### src/hw/kfp_consts.svh
// What this block does
// - all key events reported after reset
// - key bits up 01 confirm 02 abort 04
// - command 17h loads press/release report masks
// - poll 18h returns held, pressed, released
// - poll ignores report masks
// - fail-safe 19h: fan mask, 1/8s timeout
// - timeout without power update forces full power
// - fan pwm period about 18 Hz
// - ignore tach edges after fan turns on
// - glitch delay defaults to one count
// - command 1Ah loads four glitch counts
// - query 1Bh returns levels and fail-safe mask
// - reset/power lines idle high impedance
// - function bits 02/04 invert pulse polarity
// - function bits 10/20/40/80 enable features
// - confirm 4s pulses reset 1s, restart
// - confirm 0.25s host off pulses power
// - abort 4s pulses power, max 5s more
// - blank while host off, reboot on rise
// - command 1Ch optional 1/32s pulse length
// - answer type is command OR 40h, OR 80h on a bad command or length
`ifndef KFP_CONSTS_SVH
`define KFP_CONSTS_SVH
`define KFP_CLK_NS 10
`define KFP_TICK_US 31250
`define KFP_TICK_CYC ((`KFP_TICK_US * 1000) / `KFP_CLK_NS)
`define KFP_STEP_NS 552500
`define KFP_STEP_CYC (`KFP_STEP_NS / `KFP_CLK_NS)
`define KFP_TICKS_PER_S 32
`define KFP_HOLD_LONG_MS 4000
`define KFP_HOLD_SHORT_MS 250
`define KFP_RESET_PULSE_MS 1000
`define KFP_EXTRA_HOLD_MS 5000
`define KFP_MS2TICK(ms) (((ms) * `KFP_TICKS_PER_S) / 1000)
`define KFP_PWM_STEPS 7'h64
`define KFP_FULL_POWER 8'h64
`define KFP_EIGHTH_SUB 2'h3
`define KFP_PULSE_DEFAULT 8'h20
`define KFP_GLITCH_DEFAULT 8'h01
`define KFP_MASK_DEFAULT 8'h3F
`define KFP_KEY_CONFIRM 1
`define KFP_KEY_ABORT 2
`define KFP_FN_RST_INV 1
`define KFP_FN_PWR_INV 2
`define KFP_FN_BLANK 4
`define KFP_FN_KP_RESET 5
`define KFP_FN_KP_ON 6
`define KFP_FN_KP_OFF 7
`define KFP_CMD_FANPWR 8'h11
`define KFP_CMD_KEYCFG 8'h17
`define KFP_CMD_POLL 8'h18
`define KFP_CMD_FAILSAFE 8'h19
`define KFP_CMD_GLITCH 8'h1A
`define KFP_CMD_QUERY 8'h1B
`define KFP_CMD_ATX 8'h1C
`define KFP_RESP_FLAG 8'h40
`define KFP_ERR_FLAG 8'h80
`define KFP_ADDR_CMD 8'h00
`define KFP_ADDR_DATA 8'h04
`define KFP_ADDR_RESP0 8'h08
`define KFP_ADDR_RESP1 8'h0C
`define KFP_ADDR_STATUS 8'h10
`define KFP_MSG_NONE 2'h0
`define KFP_MSG_RESET 2'h1
`define KFP_MSG_PWRON 2'h2
`define KFP_MSG_PWROFF 2'h3
`endif

### src/hw/kfp_pkg.sv
`default_nettype none
package kfp_pkg;
   // power/reset switch sequencer
   typedef enum logic [2:0] {
      SwIdle, SwHoldCheck, SwHoldAbort, SwPulseReset, SwPulsePower, SwPulseOff
   } kfp_sw_t;
   // whole block state
   typedef struct packed {
      logic [2:0][5:0] keySync;   // [0] first stage
      logic [2:0]      hostSync;
      logic [2:0][3:0] tachSync;
      logic [5:0]      keys;      // settled key levels
      logic            hostOn;
      logic [3:0]      tach;
      logic [5:0]      keysRep;   // levels already reported
      logic [5:0]      keysLast;
      logic [5:0]      pressHist;
      logic [5:0]      relHist;
      logic [7:0]      pressMask;
      logic [7:0]      releaseMask;
      logic            evtValid;
      logic            evtRelease;
      logic [2:0]      evtKey;
      logic [3:0]      failMask;
      logic [3:0]      forced;
      logic [7:0]      failTicks;
      logic [7:0]      failCnt;
      logic [1:0]      failSub;
      logic [3:0][7:0] level;
      logic [3:0][7:0] glitch;
      logic [3:0][7:0] tachBlank;
      logic [7:0]      funcMask;
      logic [7:0]      pulseLen;
      kfp_sw_t         sw;
      logic [8:0]      swCnt;
      logic [21:0]     tickCnt;
      logic [15:0]     stepCnt;
      logic [6:0]      phase;
      logic [3:0]      fanOn;
      logic [3:0]      tachEdge;
      logic            rstOut;
      logic            rstOe;
      logic            pwrOut;
      logic            pwrOe;
      logic            blank;
      logic            restart;
      logic            ignored;
      logic [1:0]      msg;
      logic [7:0]      respType;
      logic [2:0]      respLen;
      logic [4:0][7:0] resp;
      logic [31:0]     cmdData;
      logic [31:0]     rdData;
      logic            ack;
   } kfp_state_t;
endpackage : kfp_pkg
`default_nettype wire

### src/hw/kfp_handler.sv
`include "kfp_consts.svh"
`default_nettype none
module kfp_handler
   import kfp_pkg::*;
#(
   parameter int TICK_CYC = `KFP_TICK_CYC,  // 1/32 s
   parameter int STEP_CYC = `KFP_STEP_CYC   // pwm step
)(
   // clock, reset, enable
   input  wire logic        clk,
   input  wire logic        rst_b,
   input  wire logic        ce,
   // wishbone slave
   input  wire logic        wb_cyc_i,
   input  wire logic        wb_stb_i,
   input  wire logic        wb_we_i,
   input  wire logic [7:0]  wb_adr_i,
   input  wire logic [3:0]  wb_sel_i,
   input  wire logic [31:0] wb_dat_i,
   output logic      [31:0] wb_dat_o,
   output logic             wb_ack_o,
   // keypad and key events
   input  wire logic [5:0]  keysIn,
   output logic             keyEvtValid,
   output logic      [2:0]  keyEvtKey,
   output logic             keyEvtRelease,
   // fans
   input  wire logic [3:0]  fanTachIn,
   output logic      [3:0]  fanPowerOut,
   output logic      [3:0]  tachEdge,
   // host power and reset
   input  wire logic        hostOnIn,
   output logic             hostResetOut,
   output logic             hostResetOe,
   output logic             hostPowerOut,
   output logic             hostPowerOe,
   // display and restart
   output logic             displayBlank,
   output logic      [1:0]  msgShow,
   output logic             selfRestart
);
   localparam logic [21:0] TICK_LAST = 22'(TICK_CYC - 1);
   localparam logic [15:0] STEP_LAST = 16'(STEP_CYC - 1);
   localparam logic [8:0] HOLD_LONG = 9'(`KFP_MS2TICK(`KFP_HOLD_LONG_MS));
   localparam logic [8:0] HOLD_SHORT = 9'(`KFP_MS2TICK(`KFP_HOLD_SHORT_MS));
   localparam logic [8:0] RST_PULSE = 9'(`KFP_MS2TICK(`KFP_RESET_PULSE_MS));
   localparam logic [8:0] EXTRA = 9'(`KFP_MS2TICK(`KFP_EXTRA_HOLD_MS));

   // reset image: every key reported, glitch delay one count
   localparam kfp_state_t RST_ST = '{
      pressMask: `KFP_MASK_DEFAULT,
      releaseMask: `KFP_MASK_DEFAULT,  // six keys, down included
      glitch: {4{`KFP_GLITCH_DEFAULT}},
      pulseLen: `KFP_PULSE_DEFAULT,
      sw: SwIdle,
      default: '0};

   kfp_state_t st_r;        // registered state
   kfp_state_t st_nxt;      // next state
   kfp_state_t hold;        // copy kept across restart
   logic       req;         // new bus request
   logic       cmdGo;       // command register written
   logic       pollGo;      // accepted poll
   logic       busy;        // commands refused
   logic       found;       // a key changed
   logic [2:0] pick;        // lowest changed key
   logic [5:0] chg;
   logic [5:0] pNew;        // presses this cycle
   logic [5:0] rNew;        // releases this cycle
   logic [5:0] agK;         // key stages agree
   logic [3:0] agT;         // tach stages agree
   logic       tick;
   logic       step;
   logic       doRestart;
   logic [8:0] cntInc;
   logic [7:0] eff [4];     // effective fan power
   logic [7:0] cT;          // command type
   logic [2:0] cL;          // command length
   logic       ok;

   // next-state logic
   always_comb
   begin
      st_nxt = st_r;
      hold = st_r;
      pick = 3'h0;
      found = 1'b0;
      ok = 1'b1;
      doRestart = 1'b0;
      cT = wb_dat_i[7:0];
      cL = wb_dat_i[10:8];
      for (int f = 0; f < 4; f++)
      begin
         eff[f] = st_r.forced[f] ? `KFP_FULL_POWER : st_r.level[f];
      end
      // pins pass three stages; a bit settles when stages 2 and 3 agree
      st_nxt.keySync = {st_r.keySync[1:0], keysIn};
      st_nxt.hostSync = {st_r.hostSync[1:0], hostOnIn};
      st_nxt.tachSync = {st_r.tachSync[1:0], fanTachIn};
      agK = ~(st_r.keySync[1] ^ st_r.keySync[2]);
      agT = ~(st_r.tachSync[1] ^ st_r.tachSync[2]);
      st_nxt.keys = (st_r.keySync[1] & agK) | (st_r.keys & ~agK);
      st_nxt.tach = (st_r.tachSync[1] & agT) | (st_r.tach & ~agT);
      if (st_r.hostSync[1] == st_r.hostSync[2])
      begin
         st_nxt.hostOn = st_r.hostSync[1];
      end

      // time bases: 1/32 s tick and pwm step
      tick = (st_r.tickCnt == TICK_LAST);
      step = (st_r.stepCnt == STEP_LAST);
      st_nxt.tickCnt = tick ? 22'h0 : st_r.tickCnt + 22'h1;
      st_nxt.stepCnt = step ? 16'h0 : st_r.stepCnt + 16'h1;
      if (step)
      begin
         // hundred steps make one ~18 Hz period
         st_nxt.phase = (st_r.phase == `KFP_PWM_STEPS - 7'h1) ? 7'h0 : st_r.phase + 7'h1;
      end

      // unsolicited events: one key per cycle, lowest index first
      chg = st_r.keys ^ st_r.keysRep;
      for (int i = 5; i >= 0; i--)
      begin
         if (chg[i])
         begin
            pick = 3'(i);
            found = 1'b1;
         end
      end
      st_nxt.evtValid = 1'b0;
      if (found)
      begin
         st_nxt.keysRep[pick] = st_r.keys[pick];
         st_nxt.evtKey = pick;
         st_nxt.evtRelease = ~st_r.keys[pick];
         // masked keys are consumed silently
         st_nxt.evtValid = st_r.keys[pick] ? st_r.pressMask[pick] : st_r.releaseMask[pick];
      end

      // poll history sees every key, masks play no part
      pNew = st_r.keys & ~st_r.keysLast;
      rNew = ~st_r.keys & st_r.keysLast;
      st_nxt.keysLast = st_r.keys;
      st_nxt.pressHist = st_r.pressHist | pNew;
      st_nxt.relHist = st_r.relHist | rNew;

      // fail-safe timer in eighth seconds
      if (tick)
      begin
         st_nxt.failSub = st_r.failSub + 2'h1;
      end
      if (tick && st_r.failSub == `KFP_EIGHTH_SUB && st_r.failCnt < st_r.failTicks)
      begin
         st_nxt.failCnt = st_r.failCnt + 8'h1;
      end
      if (st_r.failMask != 4'h0 && st_r.failCnt >= st_r.failTicks)
      begin
         st_nxt.forced = st_r.forced | st_r.failMask;
      end

      // per-fan pwm and tachometer blanking
      for (int f = 0; f < 4; f++)
      begin
         st_nxt.fanOn[f] = ({1'b0, st_r.phase} < eff[f]);
         if (st_nxt.fanOn[f] && !st_r.fanOn[f])
         begin
            st_nxt.tachBlank[f] = st_r.glitch[f];
         end
         else if (step && st_r.tachBlank[f] != 8'h0)
         begin
            st_nxt.tachBlank[f] = st_r.tachBlank[f] - 8'h1;
         end
         // edge counts only with power on and blanking over
         st_nxt.tachEdge[f] = (st_nxt.tach[f] != st_r.tach[f]) && st_r.fanOn[f]
                              && st_r.tachBlank[f] == 8'h0;
      end

      // power and reset switch sequencer, counts in 1/32 s ticks
      cntInc = st_r.swCnt + 9'h1;
      case (st_r.sw)
         SwIdle:
         begin
            st_nxt.swCnt = 9'h0;
            if (st_r.keys[`KFP_KEY_CONFIRM] &&
                ((st_r.funcMask[`KFP_FN_KP_RESET] && st_r.hostOn) ||
                 (st_r.funcMask[`KFP_FN_KP_ON] && !st_r.hostOn)))
            begin
               st_nxt.sw = SwHoldCheck;
            end
            else if (st_r.keys[`KFP_KEY_ABORT] && st_r.funcMask[`KFP_FN_KP_OFF] && st_r.hostOn)
            begin
               st_nxt.sw = SwHoldAbort;
            end
         end
         SwHoldCheck:
         begin
            if (!st_r.keys[`KFP_KEY_CONFIRM])
            begin
               st_nxt.sw = SwIdle;
            end
            else if (tick)
            begin
               st_nxt.swCnt = cntInc;
               if (st_r.hostOn && st_r.funcMask[`KFP_FN_KP_RESET] && cntInc >= HOLD_LONG)
               begin
                  st_nxt.sw = SwPulseReset;
                  st_nxt.swCnt = 9'h0;
               end
               else if (!st_r.hostOn && st_r.funcMask[`KFP_FN_KP_ON] && cntInc >= HOLD_SHORT)
               begin
                  st_nxt.sw = SwPulsePower;
                  st_nxt.swCnt = 9'h0;
               end
            end
         end
         SwHoldAbort:
         begin
            if (!st_r.keys[`KFP_KEY_ABORT])
            begin
               st_nxt.sw = SwIdle;
            end
            else if (tick)
            begin
               st_nxt.swCnt = cntInc;
               if (cntInc >= HOLD_LONG)
               begin
                  st_nxt.sw = SwPulseOff;
                  st_nxt.swCnt = 9'h0;
               end
            end
         end
         SwPulseReset:
         begin
            if (tick)
            begin
               st_nxt.swCnt = cntInc;
               doRestart = (cntInc >= RST_PULSE);
            end
         end
         SwPulsePower:
         begin
            if (tick)
            begin
               st_nxt.swCnt = cntInc;
               doRestart = (cntInc >= {1'b0, st_r.pulseLen});
            end
         end
         SwPulseOff:
         begin
            // pulse length first, then as long as the key stays, capped
            if (tick)
            begin
               st_nxt.swCnt = cntInc;
               if (cntInc >= {1'b0, st_r.pulseLen} && (!st_r.keys[`KFP_KEY_ABORT] ||
                   cntInc >= {1'b0, st_r.pulseLen} + EXTRA))
               begin
                  st_nxt.sw = SwIdle;
               end
            end
         end
         default:
         begin
            st_nxt.sw = SwIdle;
         end
      endcase
      // lines float unless a pulse is running
      st_nxt.rstOe = (st_nxt.sw == SwPulseReset);
      st_nxt.pwrOe = (st_nxt.sw == SwPulsePower) || (st_nxt.sw == SwPulseOff);
      st_nxt.rstOut = st_nxt.rstOe & st_r.funcMask[`KFP_FN_RST_INV];
      st_nxt.pwrOut = st_nxt.pwrOe & st_r.funcMask[`KFP_FN_PWR_INV];
      case (st_nxt.sw)
         SwPulseReset: st_nxt.msg = `KFP_MSG_RESET;
         SwPulsePower: st_nxt.msg = `KFP_MSG_PWRON;
         SwPulseOff: st_nxt.msg = `KFP_MSG_PWROFF;
         default: st_nxt.msg = `KFP_MSG_NONE;
      endcase

      // display blanking follows host sense
      st_nxt.blank = st_r.funcMask[`KFP_FN_BLANK] & ~st_r.hostOn;
      if (st_r.funcMask[`KFP_FN_BLANK] && !st_r.hostOn && st_nxt.hostOn)
      begin
         doRestart = 1'b1;
      end

      // wishbone: every request acked one cycle later
      req = wb_cyc_i & wb_stb_i & ~st_r.ack;
      st_nxt.ack = req;
      busy = (st_r.sw == SwPulseReset) | st_r.restart;
      cmdGo = req & wb_we_i & wb_sel_i[0] & (wb_adr_i == `KFP_ADDR_CMD);
      pollGo = cmdGo & ~busy & (cT == `KFP_CMD_POLL) & (cL == 3'h0);
      if (req && !wb_we_i)
      begin
         case (wb_adr_i)
            `KFP_ADDR_CMD: st_nxt.rdData = {21'h0, st_r.respLen, st_r.respType};
            `KFP_ADDR_DATA: st_nxt.rdData = st_r.cmdData;
            `KFP_ADDR_RESP0: st_nxt.rdData = st_r.resp[3:0];
            `KFP_ADDR_RESP1: st_nxt.rdData = {24'h0, st_r.resp[4]};
            `KFP_ADDR_STATUS: st_nxt.rdData = {20'h0, st_r.blank, st_r.ignored,
                                               busy, st_r.hostOn, 2'h0, st_r.keys};
            default: st_nxt.rdData = 32'h0;
         endcase
      end
      if (req && wb_we_i && wb_adr_i == `KFP_ADDR_DATA)
      begin
         for (int b = 0; b < 4; b++)
         begin
            if (wb_sel_i[b])
            begin
               st_nxt.cmdData[8*b +: 8] = wb_dat_i[8*b +: 8];
            end
         end
      end
      // command decode
      if (cmdGo && busy)
      begin
         st_nxt.ignored = 1'b1;
      end
      else if (cmdGo)
      begin
         st_nxt.ignored = 1'b0;
         st_nxt.respLen = 3'h0;
         st_nxt.resp = '0;
         case (cT)
            `KFP_CMD_FANPWR:
            begin
               ok = (cL == 3'h4);
               if (ok)
               begin
                  // fresh power clears the fail-safe
                  st_nxt.level = st_r.cmdData;
                  st_nxt.failCnt = 8'h0;
                  // old forcing cleared; an expiry in this same cycle still wins
                  st_nxt.forced = st_nxt.forced & ~st_r.forced;
               end
            end
            `KFP_CMD_KEYCFG:
            begin
               ok = (cL == 3'h2);
               if (ok)
               begin
                  st_nxt.pressMask = st_r.cmdData[7:0];
                  st_nxt.releaseMask = st_r.cmdData[15:8];
               end
            end
            `KFP_CMD_POLL:
            begin
               ok = (cL == 3'h0);
               if (ok)
               begin
                  // restart history, but a change this cycle survives
                  st_nxt.resp[0] = {2'h0, st_r.keys};
                  st_nxt.resp[1] = {2'h0, st_r.pressHist};
                  st_nxt.resp[2] = {2'h0, st_r.relHist};
                  st_nxt.respLen = 3'h3;
                  st_nxt.pressHist = pNew;
                  st_nxt.relHist = rNew;
               end
            end
            `KFP_CMD_FAILSAFE:
            begin
               ok = (cL == 3'h2);
               if (ok)
               begin
                  st_nxt.failMask = st_r.cmdData[3:0];
                  st_nxt.failTicks = st_r.cmdData[15:8];
                  st_nxt.failCnt = 8'h0;
               end
            end
            `KFP_CMD_GLITCH:
            begin
               ok = (cL == 3'h4);
               if (ok)
               begin
                  st_nxt.glitch = st_r.cmdData;
               end
            end
            `KFP_CMD_QUERY:
            begin
               ok = (cL == 3'h0);
               if (ok)
               begin
                  st_nxt.resp = {{4'h0, st_r.failMask}, eff[3], eff[2], eff[1], eff[0]};
                  st_nxt.respLen = 3'h5;
               end
            end
            `KFP_CMD_ATX:
            begin
               ok = (cL == 3'h1) || (cL == 3'h2);
               if (ok)
               begin
                  st_nxt.funcMask = st_r.cmdData[7:0];
                  st_nxt.pulseLen = (cL == 3'h2) ? st_r.cmdData[15:8] : `KFP_PULSE_DEFAULT;
               end
            end
            default:
            begin
               ok = 1'b0;
            end
         endcase
         st_nxt.respType = cT | (ok ? `KFP_RESP_FLAG : `KFP_ERR_FLAG);
      end

      // restart: runtime cleared, configuration kept as boot state
      st_nxt.restart = doRestart;
      if (doRestart)
      begin
         hold = st_nxt;
         st_nxt = RST_ST;
         st_nxt.restart = 1'b1;
         st_nxt.keySync = hold.keySync;
         st_nxt.hostSync = hold.hostSync;
         st_nxt.tachSync = hold.tachSync;
         st_nxt.keys = hold.keys;
         st_nxt.keysRep = hold.keys;
         st_nxt.keysLast = hold.keys;
         st_nxt.hostOn = hold.hostOn;
         st_nxt.tach = hold.tach;
         st_nxt.pressMask = hold.pressMask;
         st_nxt.releaseMask = hold.releaseMask;
         st_nxt.level = hold.level;
         // fans keep turning and the screen keeps its state through a restart
         st_nxt.fanOn = hold.fanOn;
         st_nxt.blank = hold.blank;
         st_nxt.glitch = hold.glitch;
         st_nxt.funcMask = hold.funcMask;
         st_nxt.pulseLen = hold.pulseLen;
         st_nxt.failMask = hold.failMask;
         st_nxt.failTicks = hold.failTicks;
         st_nxt.ack = hold.ack;
         st_nxt.rdData = hold.rdData;
      end
   end

   // state register, frozen while ce is low
   always_ff @(posedge clk or negedge rst_b)
   begin
      if (!rst_b)
      begin
         st_r <= RST_ST;
      end
      else if (ce)
      begin
         st_r <= st_nxt;
      end
   end

   // outputs straight from state
   assign wb_dat_o = st_r.rdData;
   assign wb_ack_o = st_r.ack;
   assign keyEvtValid = st_r.evtValid;
   assign keyEvtKey = st_r.evtKey;
   assign keyEvtRelease = st_r.evtRelease;
   assign fanPowerOut = st_r.fanOn;
   assign tachEdge = st_r.tachEdge;
   assign hostResetOut = st_r.rstOut;
   assign hostResetOe = st_r.rstOe;
   assign hostPowerOut = st_r.pwrOut;
   assign hostPowerOe = st_r.pwrOe;
   assign displayBlank = st_r.blank;
   assign msgShow = st_r.msg;
   assign selfRestart = st_r.restart;
endmodule : kfp_handler
`default_nettype wire

### config.mk
export PLATFORM = sky130hd
export DESIGN_NAME = kfp_handler
export DESIGN_NICKNAME = d
export VERILOG_FILES = /design/src/hw/kfp_pkg.sv /design/src/hw/kfp_handler.sv
export VERILOG_INCLUDE_DIRS = /design/src /design/src/hw
export SDC_FILE = /design/constraint.sdc
export NUM_CORES = 1
export LEC_CHECK = 0
export BUFFER_PORTS_ARGS = -buffer_cell sky130_fd_sc_hd__buf_2
export CAP_MARGIN = 0
export CORE_ASPECT_RATIO = 1.1
export CORE_UTILIZATION = 50
export CTS_CLUSTER_DIAMETER = 50
export CTS_CLUSTER_SIZE = 16
export DETAILED_ROUTE_END_ITERATION = 12
export HOLD_SLACK_MARGIN = 0.12
export PLACE_DENSITY = 0.67
export SYNTH_ARGS = -nofsm -noshare
export SYNTH_HDL_FRONTEND = slang
export SYNTH_SLANG_ARGS = --single-unit
### constraint.sdc
create_clock -name clk -period 7.7 [get_ports clk]
set_clock_uncertainty 0.05 [all_clocks]
set_input_delay 0 -clock clk [delete_from_list [all_inputs] [get_ports clk]]
set_output_delay 0 -clock clk [all_outputs]
set_load 0.1 [all_outputs]
==> impl_results.md <==
* Leakage at ~0.011 µW
* Post-CTS Setup Inserts at 0
* Post-synth top area cell: dfrtp_1
* Gr usage total at 27.8%
* Placed inst area at 0.0218 mm²
* Core ar. at 0.0416 mm²
* Ys async rst share at 100%
* Hold_buf cts at about 110
* Post-synth top area share at 46.1%
* Worst-Margin Slew at roughly 1200 ps
* Slew Viols, Final at 0
* Crit end category: flop
* Htree depth at 2
* Distinct cells, synth at 106
* Clock slew at the register clock pins of the worst setup and hold paths at 70 ps
* CP top delay family: compound AO/OA/AOI/OAI gates
* Iteration-0 DRC Markers at roughly 1500
* Max IR drop VDD at 0.000143 V
* Comb pwr share at 16.0%
* Area grow syn2layout at 14.3%
* WL/cell at 20.9 µm
* Worst hold path class: in -> reg
* First-pass GRT wire length at roughly 93 mm
* Achievable Freq at ~200 MHz
* CP Cell Sequence: ha_1, nand3_1, xnor2_1, ha_1, and2_1, a221o_1, o221a_1, a211oi_2, a22oi_4, buf_4, o21ai_1, buf_4, and2_0, o21ai_0, dlygate4sd3_1
* Clock power share at 38.3%
* Worst EP required at 8110 ps
* Clock Tree Root: clkbuf_16
* Sw Pwr at 1680 µW
* Final Net Count at 2341
* PwrDens at between 200 and 250 mW/mm²
* Largest net degree at the start of global routing at 167
* Initial antenna violation count at 1
* Final setup viols at 0
* GRT overflow at 0
* Switching share of power at 31.1%
* Final Hold Vio Count at 0
* Starting density of the core at 51.1%
* Ys Warns at 0
* Ant diodes at 0
* Vias in the first global route at 16600
* Average via count per standard cell at slightly above 6
* CP max FO at 30
* Slowest CP cell: dlygate4sd3_1
* Initial DRT Pass Iterations at 5
* Mean Syn Cell Area at a little over 10 µm²
* Hold WS at roughly 180 ps
* CTS Buffer Depth at 3
* HPWL after DPL at 39.1 mm
* IO buf count at 114
* Die Width at a little under 200 µm
* Startpoint types: flop
* Total number of vias at 17000
* EDFF count, synth at 0
* Mapped Nets at 2225
* Cells after Synth at between 2000 and 2500
* Die ar. at between 0.04 and 0.05 mm²
* Final Instance Area at 0.0243 mm²
* Io pins at 115
* Post-CTS sizing at 0
* Max cap viols at 0
* Internal power at 3720 µW
* CTS tree: built
* Period utilisation layout at 65.9%
* Rel. slew slack at 19.7%
* Flop pwr share at 45.7%
* Yosys reg bits at ~410
* Seq/Total Area, Yosys at 48.2%
* RD Place Congestion at 0.916
* Worst-skew pair later-pin latency at 580 ps
* CTS buffer count at 41
* Post-synth top flop: dfrtp_1
* WS Path Type: reg -> reg
* FILL cells at 3621
* Tmin final at 5070 ps
* Clock sinks at 408
* Overall Power at about 5400 µW
* Fraction of layout cells with a size suffix above 1 at 17.1%
* RSZ-0062 raised after global routing: false
* Largest cells by area after synthesis: dfrtp_1 (46%), mux2_2 (6.1%), nand2_1 (3.9%)
* DIE HEIGHT at 218 µm
* Crit path buf inv count at 3
* Worst Path Arrival at between 5000 and 6000 ps
* Num rows at between 70 and 80
* DRC errors left at 0
* DRT antenna net count at 0
* Final WL at slightly below 60 mm
* Aggregate negative setup slack at 0 ps
* Largest stage delay, worst path at 580 ps
* Status: finished, final reports clean
* Mapped Area at approximately 0.021 mm²
-- stage by stage --
| step | std cells | utilization (%) | setup WS [ps] |
|---|---|---|---|
| 6_report | 2812 | 58.4 | 2630 |
| 3_5_place_dp | 2634 | 52.5 | 3160 |
| 5_1_grt | 2812 | 58.4 | 2340 |
| 3_3_place_gp | 2634 | 52.5 | 3310 |
| 2_1_floorplan | 2106 | - | 4290 |
| 4_1_cts | 2812 | 58.4 | 2720 |
-- sequential cells by signal, indices dropped and copies added, names as in the netlist, 3 cells and up --
signal	count
st_r	355
keyEvtKey	3
tachEdge	4
fanPowerOut	4
wb_dat_o	32
-- cells in the final DEF (no fill, tap or decap), types with 49 or more instances in the layout --
cell type / n
a21oi_1: 89
ha_1: 58
nand2_1: 223
nor2_1: 125
o21ai_0: 151
a22o_1: 49
nor3_1: 50
mux2_2: 115
buf_2: 112
dlygate4sd3_1: 104
dfrtp_1: 391
inv_1: 84
-- power by group through the flow --
stage / Clock, µW / Sequential [µW] / Combinational, µW
2_1_floorplan: 0 / 2470 / 609
6_report: 2070 / 2470 / 864
3_5_place_dp: 0 / 2510 / 826
5_1_grt: 2190 / 2490 / 955
3_3_place_gp: 0 / 2500 / 811
4_1_cts: 2110 / 2470 / 865
-- routing by layer --
layer  vias up  GRT usage, %  part of all wire, %
met3       109          4.65                  6.7
li1       7904             -                    -
met1      8391          39.0                   44
met2       602          42.4                   45
met4         0          11.9                  3.7
met5         -             0                    0
-- Yosys cell counts (7+ instances only) --
| cell type | instances |
|---|---|
| o21a_1 | 8 |
| buf_2 | 30 |
| nand2b_1 | 16 |
| nor4b_1 | 7 |
| nor4_1 | 22 |
| a21oi_1 | 89 |
| xnor2_1 | 22 |
| a22oi_1 | 34 |
| nor2b_1 | 14 |
| nor3_1 | 50 |
| o2bb2ai_1 | 30 |
| nand3_1 | 47 |
| o21ai_1 | 21 |
| nand4_1 | 26 |
| nor2_1 | 125 |
| dfstp_2 | 17 |
| a32oi_1 | 7 |
| and3_1 | 22 |
| o31ai_1 | 25 |
| o21ai_0 | 151 |
| dfrtp_1 | 391 |
| and2_1 | 8 |
| mux2_2 | 115 |
| buf_4 | 50 |
| clkbuf_1 | 70 |
| o22ai_1 | 16 |
| a21o_1 | 14 |
| and4_1 | 7 |
| inv_1 | 85 |
| ha_1 | 58 |
| a31oi_1 | 11 |
| a32o_1 | 17 |
| mux2i_1 | 16 |
| o211ai_1 | 22 |
| buf_1 | 11 |
| a22o_1 | 49 |
| or3_1 | 12 |
| nand2_1 | 223 |
| xor2_1 | 21 |
| a211oi_1 | 11 |
-- worst reg2reg max path, cell delays in order, from the launching register on --
cell and delay [ps]:
dfrtp_1 460, ha_1 390, nand3_1 140, xnor2_1 260, ha_1 310, and2_1 170
a221o_1 290, o221a_1 250, a211oi_2 350, a22oi_4 120, buf_4 330, o21ai_1 400
buf_4 300, and2_0 420, o21ai_0 170, dlygate4sd3_1 580
-- final cells by class --
type	count	area (µm²)	share of cell area [%]
repair buffers	239	1810	7.47
clock buffers	48	1110	4.58
flip-flops and latches	408	10200	42.1
multi-input cells	1446	9820	40.4
inverters	86	323	1.33
well taps	560	701	2.88
clock inverters	25	283	1.16
-- kinds of logic after synthesis --
logic type      share of synthesized area [%]
compound gates                           18.4
xor+xnor                                 1.77
fa+ha+maj                                3.51
buf+inv                                  5.69
flops                                    48.2
mux                                      7.12
simple gates                             15.3
-- path summary, 6_finish.rpt --
kind / depth (start not counted) / slack (ps) / endpoint / from
min in group asynchronous: 3 / 510 / st_r[195] / rst_b
max in group asynchronous: 5 / 5520 / st_r[143] / rst_b
setup / recovery: 15 / 2630 / st_r[37] / st_r[178]
setup reg to reg: 15 / 2630 / st_r[37] / st_r[178]
hold reg to reg: 2 / 420 / wb_dat_o[22] / wb_dat_o[22]
hold / removal: 6 / 180 / wb_dat_o[1] / wb_adr_i[3]
Power figures use the tool's default switching activity.
